### src/rtl/psd_params.svh
`ifndef PSD_PARAMS_SVH
`define PSD_PARAMS_SVH
`define PSD_CLK_HZ 20000000
`define PSD_DEBOUNCE_US 1500
`define PSD_DEBOUNCE_CYC ((`PSD_DEBOUNCE_US * (`PSD_CLK_HZ / 1000000)))
`define PSD_PUMP_US 1000
`define PSD_PUMP_CYC ((`PSD_PUMP_US * (`PSD_CLK_HZ / 1000000)))
`define PSD_FLTHOLD_US 4200
`define PSD_FLTHOLD_CYC ((`PSD_FLTHOLD_US * (`PSD_CLK_HZ / 1000000)))
`define PSD_TOGGLE_CYC 10000
`define PSD_RESET_CODE 5'h0d
`endif

### src/rtl/psd_pkg.sv
`default_nettype none
package psd_pkg;
    typedef enum logic [1:0] {PSD_LVL_LOW, PSD_LVL_HIGH, PSD_LVL_OPEN} psd_lvl_e;
    typedef enum logic [1:0] {PSD_VB_OFF, PSD_VB_ON, PSD_VB_DISCHARGE} psd_vbus_e;
    typedef enum logic [2:0] {
        PSD_ST_CDP, PSD_ST_CDP_OK, PSD_ST_VOLT, PSD_ST_CURR, PSD_ST_DISCH, PSD_ST_TOGGLE
    } psd_status_e;
    typedef logic [4:0] psd_code_t;
endpackage : psd_pkg
`default_nettype wire

### src/rtl/psd_port_select.sv
`include "psd_params.svh"
`default_nettype none
module psd_port_select #(
    parameter int DEBOUNCE_CYC = `PSD_DEBOUNCE_CYC,
    parameter int PUMP_CYC = `PSD_PUMP_CYC,
    parameter int FLTHOLD_CYC = `PSD_FLTHOLD_CYC,
    parameter int TOGGLE_CYC = `PSD_TOGGLE_CYC
) (
    input wire logic clk,
    input wire logic reset,
    input wire logic [2:0] port_select_hi,
    input wire logic [2:0] port_select_lo,
    input wire logic line_fault,
    input wire logic esd_event,
    input wire logic vbus_high,
    input wire logic vbus_above_min,
    input wire logic vbus_in_window,
    input wire logic ibus_ok,
    input wire logic cdp_active,
    input wire logic cdp_done,
    output logic [4:0] select_code,
    output logic vbus_enable,
    output logic vbus_discharge,
    output logic softstart_reset,
    output logic switch_pos_close,
    output logic switch_neg_close,
    output logic switch_on_done,
    output logic pulldown_en,
    output logic cdp_enable,
    output logic status_out,
    output logic fault_out_low
);
    import psd_pkg::*;

    // ----------------------------------------
    // input sync and level classify
    // ----------------------------------------
    logic [2:0] hi_s1_r, hi_s2_r, lo_s1_r, lo_s2_r;
    always_ff @(posedge clk) begin
        if (reset) begin
            hi_s1_r <= 3'h0;
            hi_s2_r <= 3'h0;
            lo_s1_r <= 3'h0;
            lo_s2_r <= 3'h0;
        end else begin
            hi_s1_r <= port_select_hi;
            hi_s2_r <= hi_s1_r;
            lo_s1_r <= port_select_lo;
            lo_s2_r <= lo_s1_r;
        end
    end

    function automatic psd_lvl_e classify(input logic hi, input logic lo);
        if (hi && !lo) return PSD_LVL_HIGH;
        if (lo && !hi) return PSD_LVL_LOW;
        return PSD_LVL_OPEN;
    endfunction : classify

    function automatic logic [4:0] trit(input psd_lvl_e l);
        case (l)
            PSD_LVL_LOW: return 5'h00;
            PSD_LVL_OPEN: return 5'h01;
            default: return 5'h02;
        endcase
    endfunction : trit

    psd_lvl_e stab [3];
    for (genvar i = 0; i < 3; i++) begin : g_db
        psd_debounce #(.DEBOUNCE_CYC(DEBOUNCE_CYC)) u_db (
            .clk(clk),
            .reset(reset),
            .raw_lvl(classify(hi_s2_r[i], lo_s2_r[i])),
            .stable_lvl(stab[i])
        );
    end

    // code = a + 3b + 9c
    psd_code_t code;
    assign code = trit(stab[0]) + 5'(3 * trit(stab[1])) + 5'(9 * trit(stab[2]));

    // ----------------------------------------
    // state table
    // ----------------------------------------
    psd_vbus_e vb;
    psd_status_e st;
    logic close_c, pd_c, cdp_c, brst_c;
    always_comb begin
        vb = PSD_VB_ON;
        st = PSD_ST_TOGGLE;
        close_c = 1'b0;
        pd_c = 1'b0;
        cdp_c = 1'b0;
        brst_c = 1'b0;
        case (code)
            5'd0: begin
                close_c = 1'b1;
                cdp_c = 1'b1;
                st = PSD_ST_CDP;
            end
            5'd1: begin
                close_c = cdp_done;
                pd_c = !cdp_done;
                cdp_c = 1'b1;
                st = PSD_ST_CDP;
            end
            // engine still runs so status can report the negotiation outcome
            5'd2: begin
                close_c = 1'b1;
                cdp_c = 1'b1;
                st = PSD_ST_CDP_OK;
            end
            5'd3, 5'd18: begin
                close_c = code == 5'd3;
                pd_c = 1'b1;
                vb = PSD_VB_OFF;
                st = PSD_ST_VOLT;
            end
            5'd4, 5'd19: begin
                close_c = code == 5'd4;
                pd_c = 1'b1;
                st = PSD_ST_CURR;
            end
            5'd5, 5'd20: begin
                close_c = code == 5'd5;
                pd_c = 1'b1;
                vb = PSD_VB_DISCHARGE;
                st = PSD_ST_DISCH;
                brst_c = 1'b1;
            end
            5'd9: begin
                close_c = 1'b1;
                vb = PSD_VB_OFF;
                st = PSD_ST_VOLT;
            end
            5'd10: begin
                close_c = 1'b1;
                st = PSD_ST_CURR;
            end
            5'd11, 5'd14: begin
                close_c = code == 5'd11;
                vb = PSD_VB_DISCHARGE;
                st = PSD_ST_DISCH;
                brst_c = 1'b1;
            end
            5'd12: begin
                vb = PSD_VB_OFF;
                st = PSD_ST_VOLT;
            end
            5'd13, 5'd21, 5'd22, 5'd24, 5'd25, 5'd26: st = PSD_ST_CURR;
            default: st = PSD_ST_TOGGLE;
        endcase
    end

    // ----------------------------------------
    // outputs
    // ----------------------------------------
    logic prot;
    assign prot = line_fault | esd_event;
    logic [15:0] pump_r;
    logic [23:0] tog_r;
    logic [23:0] flt_r;
    logic brst_prev_r;

    always_ff @(posedge clk) begin
        if (reset) begin
            select_code <= `PSD_RESET_CODE;
            vbus_enable <= 1'b1;
            vbus_discharge <= 1'b0;
            softstart_reset <= 1'b0;
            pulldown_en <= 1'b0;
            cdp_enable <= 1'b0;
        end else begin
            select_code <= code;
            vbus_enable <= vb == PSD_VB_ON;
            vbus_discharge <= vb == PSD_VB_DISCHARGE;
            softstart_reset <= vb != PSD_VB_ON;
            pulldown_en <= pd_c;
            cdp_enable <= cdp_c;
        end
    end

    // switches and charge pump delay
    always_ff @(posedge clk) begin
        if (reset) begin
            switch_pos_close <= 1'b0;
            switch_neg_close <= 1'b0;
            switch_on_done <= 1'b0;
            pump_r <= 16'h0000;
        end else begin
            switch_pos_close <= close_c && !prot;
            switch_neg_close <= close_c && !prot;
            if (!close_c || prot) begin
                pump_r <= 16'h0000;
                switch_on_done <= 1'b0;
            end else if (pump_r < 16'(PUMP_CYC - 1)) begin
                pump_r <= pump_r + 16'h0001;
            end else begin
                switch_on_done <= 1'b1;
            end
        end
    end

    // status output
    always_ff @(posedge clk) begin
        if (reset) begin
            tog_r <= 24'h000000;
            status_out <= 1'b0;
        end else begin
            tog_r <= (tog_r >= 24'(TOGGLE_CYC - 1)) ? 24'h000000 : tog_r + 24'h000001;
            case (st)
                PSD_ST_CDP: status_out <= cdp_active;
                PSD_ST_CDP_OK: status_out <= cdp_done;
                PSD_ST_VOLT: status_out <= vbus_above_min;
                PSD_ST_CURR: status_out <= ibus_ok;
                PSD_ST_DISCH: status_out <= !vbus_above_min;
                default: if (tog_r == 24'h000000) status_out <= !status_out;
            endcase
        end
    end

    // fault output, driven high while a fault is flagged
    always_ff @(posedge clk) begin
        if (reset) begin
            flt_r <= 24'h000000;
            brst_prev_r <= 1'b0;
            fault_out_low <= 1'b0;
        end else begin
            brst_prev_r <= brst_c;
            if (brst_prev_r && !brst_c && vbus_above_min)
                flt_r <= 24'(FLTHOLD_CYC);
            else if (flt_r != 24'h000000)
                flt_r <= flt_r - 24'h000001;
            fault_out_low <= (vb == PSD_VB_ON && !vbus_in_window)
                || (brst_c && vbus_high) || (flt_r != 24'h000000);
        end
    end
endmodule : psd_port_select
`default_nettype wire

### src/rtl/psd_debounce.sv
`include "psd_params.svh"
`default_nettype none
module psd_debounce #(
    parameter int DEBOUNCE_CYC = `PSD_DEBOUNCE_CYC
) (
    input wire logic clk,
    input wire logic reset,
    input wire psd_pkg::psd_lvl_e raw_lvl,
    output psd_pkg::psd_lvl_e stable_lvl
);
    import psd_pkg::*;
    psd_lvl_e cand_r;
    logic [15:0] cnt_r;
    psd_lvl_e stable_r;
    assign stable_lvl = stable_r;
    // ----------------------------------------
    // hold-time filter
    // ----------------------------------------
    always_ff @(posedge clk) begin
        if (reset) begin
            cand_r <= PSD_LVL_OPEN;
            cnt_r <= 16'h0000;
            stable_r <= PSD_LVL_OPEN;
        end else if (raw_lvl != cand_r) begin
            cand_r <= raw_lvl;
            cnt_r <= 16'h0000;
        end else if (cnt_r < 16'(DEBOUNCE_CYC - 1)) begin
            cnt_r <= cnt_r + 16'h0001;
        end else begin
            stable_r <= cand_r;
        end
    end
endmodule : psd_debounce
`default_nettype wire

### config.mk
export PLATFORM = sky130hd
export DESIGN_NAME = psd_port_select
export DESIGN_NICKNAME = d
export VERILOG_FILES = /design/src/rtl/psd_pkg.sv /design/src/rtl/psd_port_select.sv /design/src/rtl/psd_debounce.sv
export VERILOG_INCLUDE_DIRS = /design/src /design/src/rtl
export SDC_FILE = /design/constraint.sdc
export NUM_CORES = 1
export LEC_CHECK = 0
export BUFFER_PORTS_ARGS = -buffer_cell sky130_fd_sc_hd__buf_2
export CORE_MARGIN = 1.5
export CORE_UTILIZATION = 54
export DETAILED_ROUTE_END_ITERATION = 10
export PLACE_DENSITY = 0.71
export RECOVER_POWER = 100
export SLEW_MARGIN = 10
export SYNTH_ARGS = -nofsm -noshare
export SYNTH_HDL_FRONTEND = slang
export SYNTH_SLANG_ARGS = --single-unit
### constraint.sdc
create_clock -name clk -period 4.8 [get_ports clk]
set_clock_uncertainty 0.1 [all_clocks]
set_input_delay 0.48 -clock clk [delete_from_list [all_inputs] [get_ports clk]]
set_output_delay 0.48 -clock clk [all_outputs]
set_load 0.02 [all_outputs]
==> summary.md, run 1 <==
| Metric | Value |
|---|---|
| Mapped Area | `6900 µm²` |
| Worst-skew pair later-pin latency | `430 ps` |
| Initial antenna violation count | `0` |
| Max-cap violations | `1` |
| Slew headroom | `-0.312` |
| Final #Nets | `846` |
| Residual DRC | `0` |
| Cell mode on critical path | `fa_1` |
| # resized after CTS | `0` |
| Seq pwr share | `0.432` |
| Reg2reg path depth | `14` |
| Synth Register Bits | `151` |
| Area Growth Syn to Fin | `12.7%` |
| Chip Width | `116 µm` |
| Worst reg-to-reg setup slack | `300 ps` |
| Final instance area | `7770 µm²` |
| Setup crit start | `g_db[2].u_db.stable_lvl[0]$_SDFFE_PP0P_` |
| Clock tree sinks | `151` |
| Arrival @ worst endpoint | `4730 ps` |
| Average instance area after synthesis | `8.84 µm²` |
| Post-synth top cells | `dfxtp_1, nor2_1, xor2_1, nand2_1, xnor2_1` |
| Worst-path clk slew | `60 ps` |
| Count of final setup violators | `0` |
| Register area share after synthesis | `0.438` |
| Share of layout cells above drive strength 1 | `0.0825` |
| Worst hold path type | `primary input to register` |
| Worst hold slack | `176 ps` |
| Tightest Pin Transition | `1970 ps` |
| Worst Path Max Fanout | `8` |
| Ports | `31` |
| ANT cells | `0` |
| Root buf cell | `clkbuf_16` |
| Pint | `2.44 mW` |
| Die H | `116 µm` |
| Drt pass-1 iters | `4` |
| Top_reg_cell synth | `dfxtp_1` |
| GPL Wtd Cong | `0.877` |
| Area of the multi-input gates | `3680 µm²` |
| Final Hold Vio Count | `0` |
| Power per cell area | `432 nW/µm²` |
| Total negative setup slack | `0 ps` |
| CP Launch Type | `register` |
| Clock power frac | `0.393` |
| Routed vias/inst | `5.43` |
| DRT antenna net count | `0` |
| Core ar. | `12500 µm²` |
| CTS tree | `done` |
| Synth top area share | `0.438` |
| Initial core utilization | `0.551` |
| R2R Path End | `status_out$_SDFFE_PP0P_` |
| CP cell instances | `nor2b_1, fa_1, inv_1, fa_1, fa_1, or4bb_1, a211o_1, a311oi_2, a311oi_4, clkbuf_1, o211ai_1, o221ai_1, mux2_2, o21a_1` |
| Leakage | `2.97 nW` |
| Sw power | `0.919 mW` |
| Tmin final | `4500 ps` |
| FILL cells | `1100` |
| H-tree depth | `4` |
| Gate power share | `0.176` |
| Unique masters post-synth | `67` |
| Final worst-path cycle share | `0.938` |
| Gate Count Post-Synth | `780` |
| Max VDD drop | `371 µV` |
| Critical path buffer and inverter count | `2` |
| First-pass GRT wire length | `22100 µm` |
| HP Start | `port_select_lo[1]` |
| IO buf count | `30` |
| Required time worst endpoint | `5030 ps` |
| Top post-synthesis cells by area | `dfxtp_1, nor2_1, xor2_1` |
| Hold-fix buffers, CTS | `0` |
| Family with the most delay on the worst path | `adder cells` |
| Vias in the first global route | `4967` |
| Die ar. | `13500 µm²` |
| Slowest cell on crit path | `fa_1` |
| Slew Limit Fails | `51` |
| Site Rows | `41` |
| Post-synth EDFFs | `0` |
| Yosys top cell by area | `dfxtp_1` |
| Hold endpoint | `lo_s1_r[1]$_SDFF_PP0_` |
| Fmax achieved | `222 MHz` |
| Largest net degree at the start of global routing | `51` |
| Post-synth ARST share | `0` |
| Iteration-0 DRC Markers | `315` |
| Clock Path Buffers | `2` |
| Unrepaired setup endpoints after global routing | `no` |
| Yosys warning count | `0` |
| Worst r2r src | `g_db[2].u_db.stable_lvl[0]$_SDFFE_PP0P_` |
| Gr usage total | `0.208` |
| Area after DPL | `7230 µm²` |
| Hold path depth | `2` |
| DRT Wirelength | `13300 µm` |
| Status | `complete, but fails checks` |
| Detailed Place HPWL | `9000 µm` |
| Violated checks | `max-capacitance violations, max-slew violations` |
| Most frequent cell after synthesis | `dfxtp_1` |
| Routed WL per cell | `13.4 µm` |
| Post-CTS setup buffer count | `0` |
| Sw Ratio | `0.274` |
| CTS buffer count | `17` |
| CP Capture Type | `register` |
| Reg area | `3020 µm²` |
| Max incr delay on CP | `550 ps` |
| DR vias | `5413` |
| Worst setup path class | `register to register` |
| Grt total ovfl | `0` |
==> metal layers <==
metal  vias to the layer above  GRT usage  part of all wire
met3                        15     0.0528             0.034
li1                       2741          -                 -
met1                      2583      0.253              0.45
met2                        74      0.351              0.50
met5                         -          0                 0
met4                         0     0.0886             0.015
==> worst register-to-register path: stages (launching register included) <==
cell and delay [ps]:
dfxtp_1 460, nor2b_1 120, fa_1 510, inv_1 50
fa_1 440, fa_1 550, or4bb_1 530, a211o_1 320
a311oi_2 330, a311oi_4 80, clkbuf_1 220, o211ai_1 120
o221ai_1 120, mux2_2 280, o21a_1 180
==> area by class of cell <==
| cell class | count | share of cell area |
|---|---|---|
| multi-input combinational | 581 | 0.473 |
| inverter | 21 | 0.0101 |
| tap | 172 | 0.0277 |
| clock buffer | 19 | 0.0557 |
| clock inverter | 11 | 0.0195 |
| sequential | 151 | 0.389 |
| timing repair buffer | 41 | 0.0250 |
==> kinds of logic after synthesis <==
family / share of synthesized area
simple gates: 0.261
flops: 0.438
compound gates: 0.107
xor+xnor: 0.114
buf+inv: 0.0328
fa+ha+maj: 0.0341
mux: 0.0120
other cells: 0.000544
==> registers in the layout, summed over array words and instances (netlist names) <==
signal                flops
g_db.u_db.stable_lvl      6
pump_r                   16
g_db.u_db.cnt_r          48
vbus_discharge            1
tog_r                    24
switch_neg_close          1
g_db.u_db.cand_r          6
status_out                1
cdp_enable                1
flt_r                    24
lo_s2_r                   3
hi_s1_r                   3
pulldown_en               1
select_code               5
switch_on_done            1
brst_prev_r               1
softstart_reset           1
fault_out_low             1
hi_s2_r                   3
vbus_enable               1
lo_s1_r                   3
==> worst max path at each step <==
stage                              endpoint  depth (start not counted)
floorplan           status_out$_SDFFE_PP0P_                         13
global placement    status_out$_SDFFE_PP0P_                         13
detailed placement  status_out$_SDFFE_PP0P_                         13
CTS                 status_out$_SDFFE_PP0P_                         13
global route          flt_r[1]$_SDFFE_PP0P_                         14
finish              status_out$_SDFFE_PP0P_                         14
==> per-stage QoR <==
stage                util  worst slack, ps  instances  total power [mW]
finish              0.621              297        996              3.36
floorplan               -              544        789              1.95
global placement    0.578              425        966              2.03
CTS                 0.624              321        996              3.39
global route        0.621             81.4        996              3.54
detailed placement  0.578              348        966              2.06
==> power groups by stage <==
| stage | clock (mW) | sequential (mW) | combinational (mW) |
|---|---|---|---|
| after floorplan | 0 | 1.46 | 0.490 |
| after global placement | 0 | 1.47 | 0.566 |
| after detailed placement | 0 | 1.47 | 0.587 |
| after CTS | 1.34 | 1.45 | 0.596 |
| after global routing | 1.40 | 1.46 | 0.682 |
| final | 1.32 | 1.45 | 0.590 |
==> placed cells by master, fill, tap and decap left out, drive strengths merged, types with 20 or more instances in the layout <==
cell type / n
a21oi: 21
buf: 20
clkbuf: 40
dfxtp: 151
inv: 22
nand2: 43
nand3: 32
nand4: 20
nor2: 132
nor2b: 22
nor3: 21
xnor2: 40
xor2: 50
Power figures use the tool's default switching activity.
==> inputs of run 2 (changes only) <==
--- a/config.mk
+++ b/config.mk
@@ -8,9 +8,9 @@
 export LEC_CHECK = 0
 export BUFFER_PORTS_ARGS = -buffer_cell sky130_fd_sc_hd__buf_2
 export CORE_MARGIN = 1.5
-export CORE_UTILIZATION = 54
+export CORE_UTILIZATION = 59
 export DETAILED_ROUTE_END_ITERATION = 10
-export PLACE_DENSITY = 0.71
+export PLACE_DENSITY = 0.77
 export RECOVER_POWER = 100
 export SLEW_MARGIN = 10
 export SYNTH_ARGS = -nofsm -noshare
==> run 2 against run 1 <==
Against the previous run: the flow still finishes with violations (max-capacitance violations, max-slew violations); utilization rose by 5.4 points; first-iteration DRC count rose by 43%; sequential power barely moved; critical endpoint unchanged; largest cell class unchanged.
==> summary.md, run 2 (synthesized netlist as in run 1, its figures left out) <==
| Metric | Value |
|---|---|
| Root buf cell | `clkbuf_16` |
| Unrepaired setup endpoints after global routing | `no` |
| CTS tree | `done` |
| Final #Nets | `847 (+0.12%)` |
| Clock tree sinks | `151 (unchanged)` |
| Worst setup slack after layout | `320 ps (+22.8 ps)` |
| Max VDD drop | `413 µV (+11%)` |
| IO buf count | `30 (unchanged)` |
| Tmin final | `4480 ps (-22.8 ps)` |
| Grt total ovfl | `0 (unchanged)` |
| Core ar. | `11400 µm² (-8.8%)` |
| Status | `complete, but fails checks` |
| Worst-skew pair later-pin latency | `420 ps (about the same)` |
| Top reg by flops | `g_db.u_db.cnt_r` |
| Area of the multi-input gates | `3660 µm² (-0.54%)` |
| Slew Limit Fails | `51 (unchanged)` |
| Routed vias/inst | `5.58 (+2.6%)` |
| Die ar. | `12300 µm² (-8.3%)` |
| Worst hold path type | `primary input to register` |
| Worst Path Max Fanout | `7 (-1)` |
| Worst hold slack | `175 ps (-1.60 ps)` |
| CP Capture Type | `register` |
| First-pass GRT wire length | `23300 µm (+5.2%)` |
| Area after DPL | `7200 µm² (-0.40%)` |
| CTS buffer count | `17 (unchanged)` |
| Largest net degree at the start of global routing | `51 (unchanged)` |
| Commonest non-fill, non-tap cell in the layout | `dfxtp_1` |
| Final std cells w/o fill | `970 (-2.6%)` |
| Routed WL per cell | `13.7 µm (+2.9%)` |
| Final Hold Vio Count | `0 (unchanged)` |
| Power per cell area | `429 nW/µm² (-0.61%)` |
| Vias in the first global route | `5266 (+6.0%)` |
| Share of layout cells above drive strength 1 | `0.0846 (+0.00212)` |
| Leading cell types in the layout, fill and taps excluded | `dfxtp_1, nor2_1, xor2_1` |
| Biggest regs | `g_db.u_db.cnt_r x48, flt_r x24, tog_r x24` |
| Tightest Pin Transition | `1900 ps (-67.9 ps)` |
| ANT cells | `0 (unchanged)` |
| Arrival @ worst endpoint | `4700 ps (-30 ps)` |
| Ports | `31 (unchanged)` |
| Violated checks | `max-capacitance violations, max-slew violations` |
| Required time worst endpoint | `5020 ps (about the same)` |
| Iteration-0 DRC Markers | `451 (+43%)` |
| Clock Path Buffers | `2 (unchanged)` |
| DR vias | `5409 (-0.074%)` |
| Worst setup path class | `register to register` |
| Pwr Total | `3.31 mW (-1.5%)` |
| Final Util | `0.675 (+0.0536)` |
| Reg area | `3020 µm² (unchanged)` |
| Max-cap violations | `1 (unchanged)` |
| Leakage | `2.96 nW (-0.22%)` |
| Final worst-path cycle share | `0.933 (-0.00474)` |
| Count of final setup violators | `0 (unchanged)` |
| DP Cell Count | `938 (-2.9%)` |
| Initial antenna violation count | `0 (unchanged)` |
| Detailed Place HPWL | `9280 µm (+3.1%)` |
| Die H | `111 µm (-4.2%)` |
| Max reg flops | `48 (unchanged)` |
| CP Launch Type | `register` |
| # resized after CTS | `0 (unchanged)` |
| GPL Wtd Cong | `0.921 (+5.1%)` |
| Total negative setup slack | `0 ps (unchanged)` |
| DRT Wirelength | `13300 µm (+0.23%)` |
| Hold-fix buffers, CTS | `0 (unchanged)` |
| Final instance area | `7700 µm² (-0.90%)` |
| Worst-path clk slew | `60 ps (about the same)` |
| Initial core utilization | `0.604 (+0.0530)` |
| FILL cells | `922 (-16%)` |
| H-tree depth | `4 (unchanged)` |
| Slew headroom | `-0.267 (+0.0453)` |
| Area Growth Syn to Fin | `11.7%` |
| Fmax achieved | `223 MHz (+0.51%)` |
| Residual DRC | `0 (unchanged)` |
| Gr usage total | `0.227 (+0.0187)` |
| Post-CTS setup buffer count | `0 (unchanged)` |
| Site Rows | `39 (-4.9%)` |
| Post-place setup slack | `371 ps (+22.9 ps)` |
| Chip Width | `111 µm (-4.2%)` |
| DRT antenna net count | `0 (unchanged)` |
| Drt pass-1 iters | `5 (+1)` |
## run 2: changes by cell type in the layout (fill, tap and decap cells not counted)
cell,change
clkbuf_8,+1
nand4b_4,-1
buf_2,+1
a2111oi_1,+1
clkinv_2,+1
nand4b_1,+1
bufinv_16,-2
inv_6,+3
clkbuf_1,-1
a2111oi_2,-1
## run 2: worst paths after layout
kind / from / slack [ps] / to / depth (start not counted)
worst max register to register: g_db[2].u_db.stable_lvl[0]$_SDFFE_PP0P_ / 320 / status_out$_SDFFE_PP0P_ / 13
worst min-delay path: port_select_lo[2] / 170 / lo_s1_r[2]$_SDFF_PP0_ / 2
worst max-delay path: g_db[2].u_db.stable_lvl[0]$_SDFFE_PP0P_ / 320 / status_out$_SDFFE_PP0P_ / 13
worst min register to register: g_db[1].u_db.cnt_r[15]$_SDFFE_PP0N_ / 330 / g_db[1].u_db.cnt_r[15]$_SDFFE_PP0N_ / 2
## run 2: area by class of cell
cell class              instances  share of cell area
multi-input cells             581               0.475
inverters                      21              0.0102
flip-flops and latches        151               0.392
clock inverters                13              0.0159
well taps                     143              0.0232
repair buffers                 42              0.0258
clock buffers                  19              0.0575
## run 2: report_power, final
group          switching (mW)  internal, mW  leakage, nW  total (mW)
sequential             0.0877          1.36         1.23        1.45
clock                   0.530         0.731        0.267        1.26
combinational           0.332         0.263         1.47       0.595
total                   0.950          2.36         2.96        3.31
## run 2: critical path, stage by stage, from the launching register on
cell      delay (ps)
dfxtp_1          430
nor2b_1          110
fa_1             510
inv_1             50
fa_1             440
fa_1             480
or4bb_1          530
a211o_1          330
a311oi_2         350
a311oi_4          70
nand4b_1         210
mux2_1           340
mux2_2           260
o21a_1           180
## run 2: routing by layer
metal  wire [µm]  global-route usage  part of all wire  vias to the layer above
met5           0                   0                 0                        -
met4         279               0.104             0.021                        0
met3         484              0.0547             0.036                       25
met2        6660               0.383              0.50                      103
met1        5910               0.274              0.44                     2538
li1            -                   -                 -                     2743
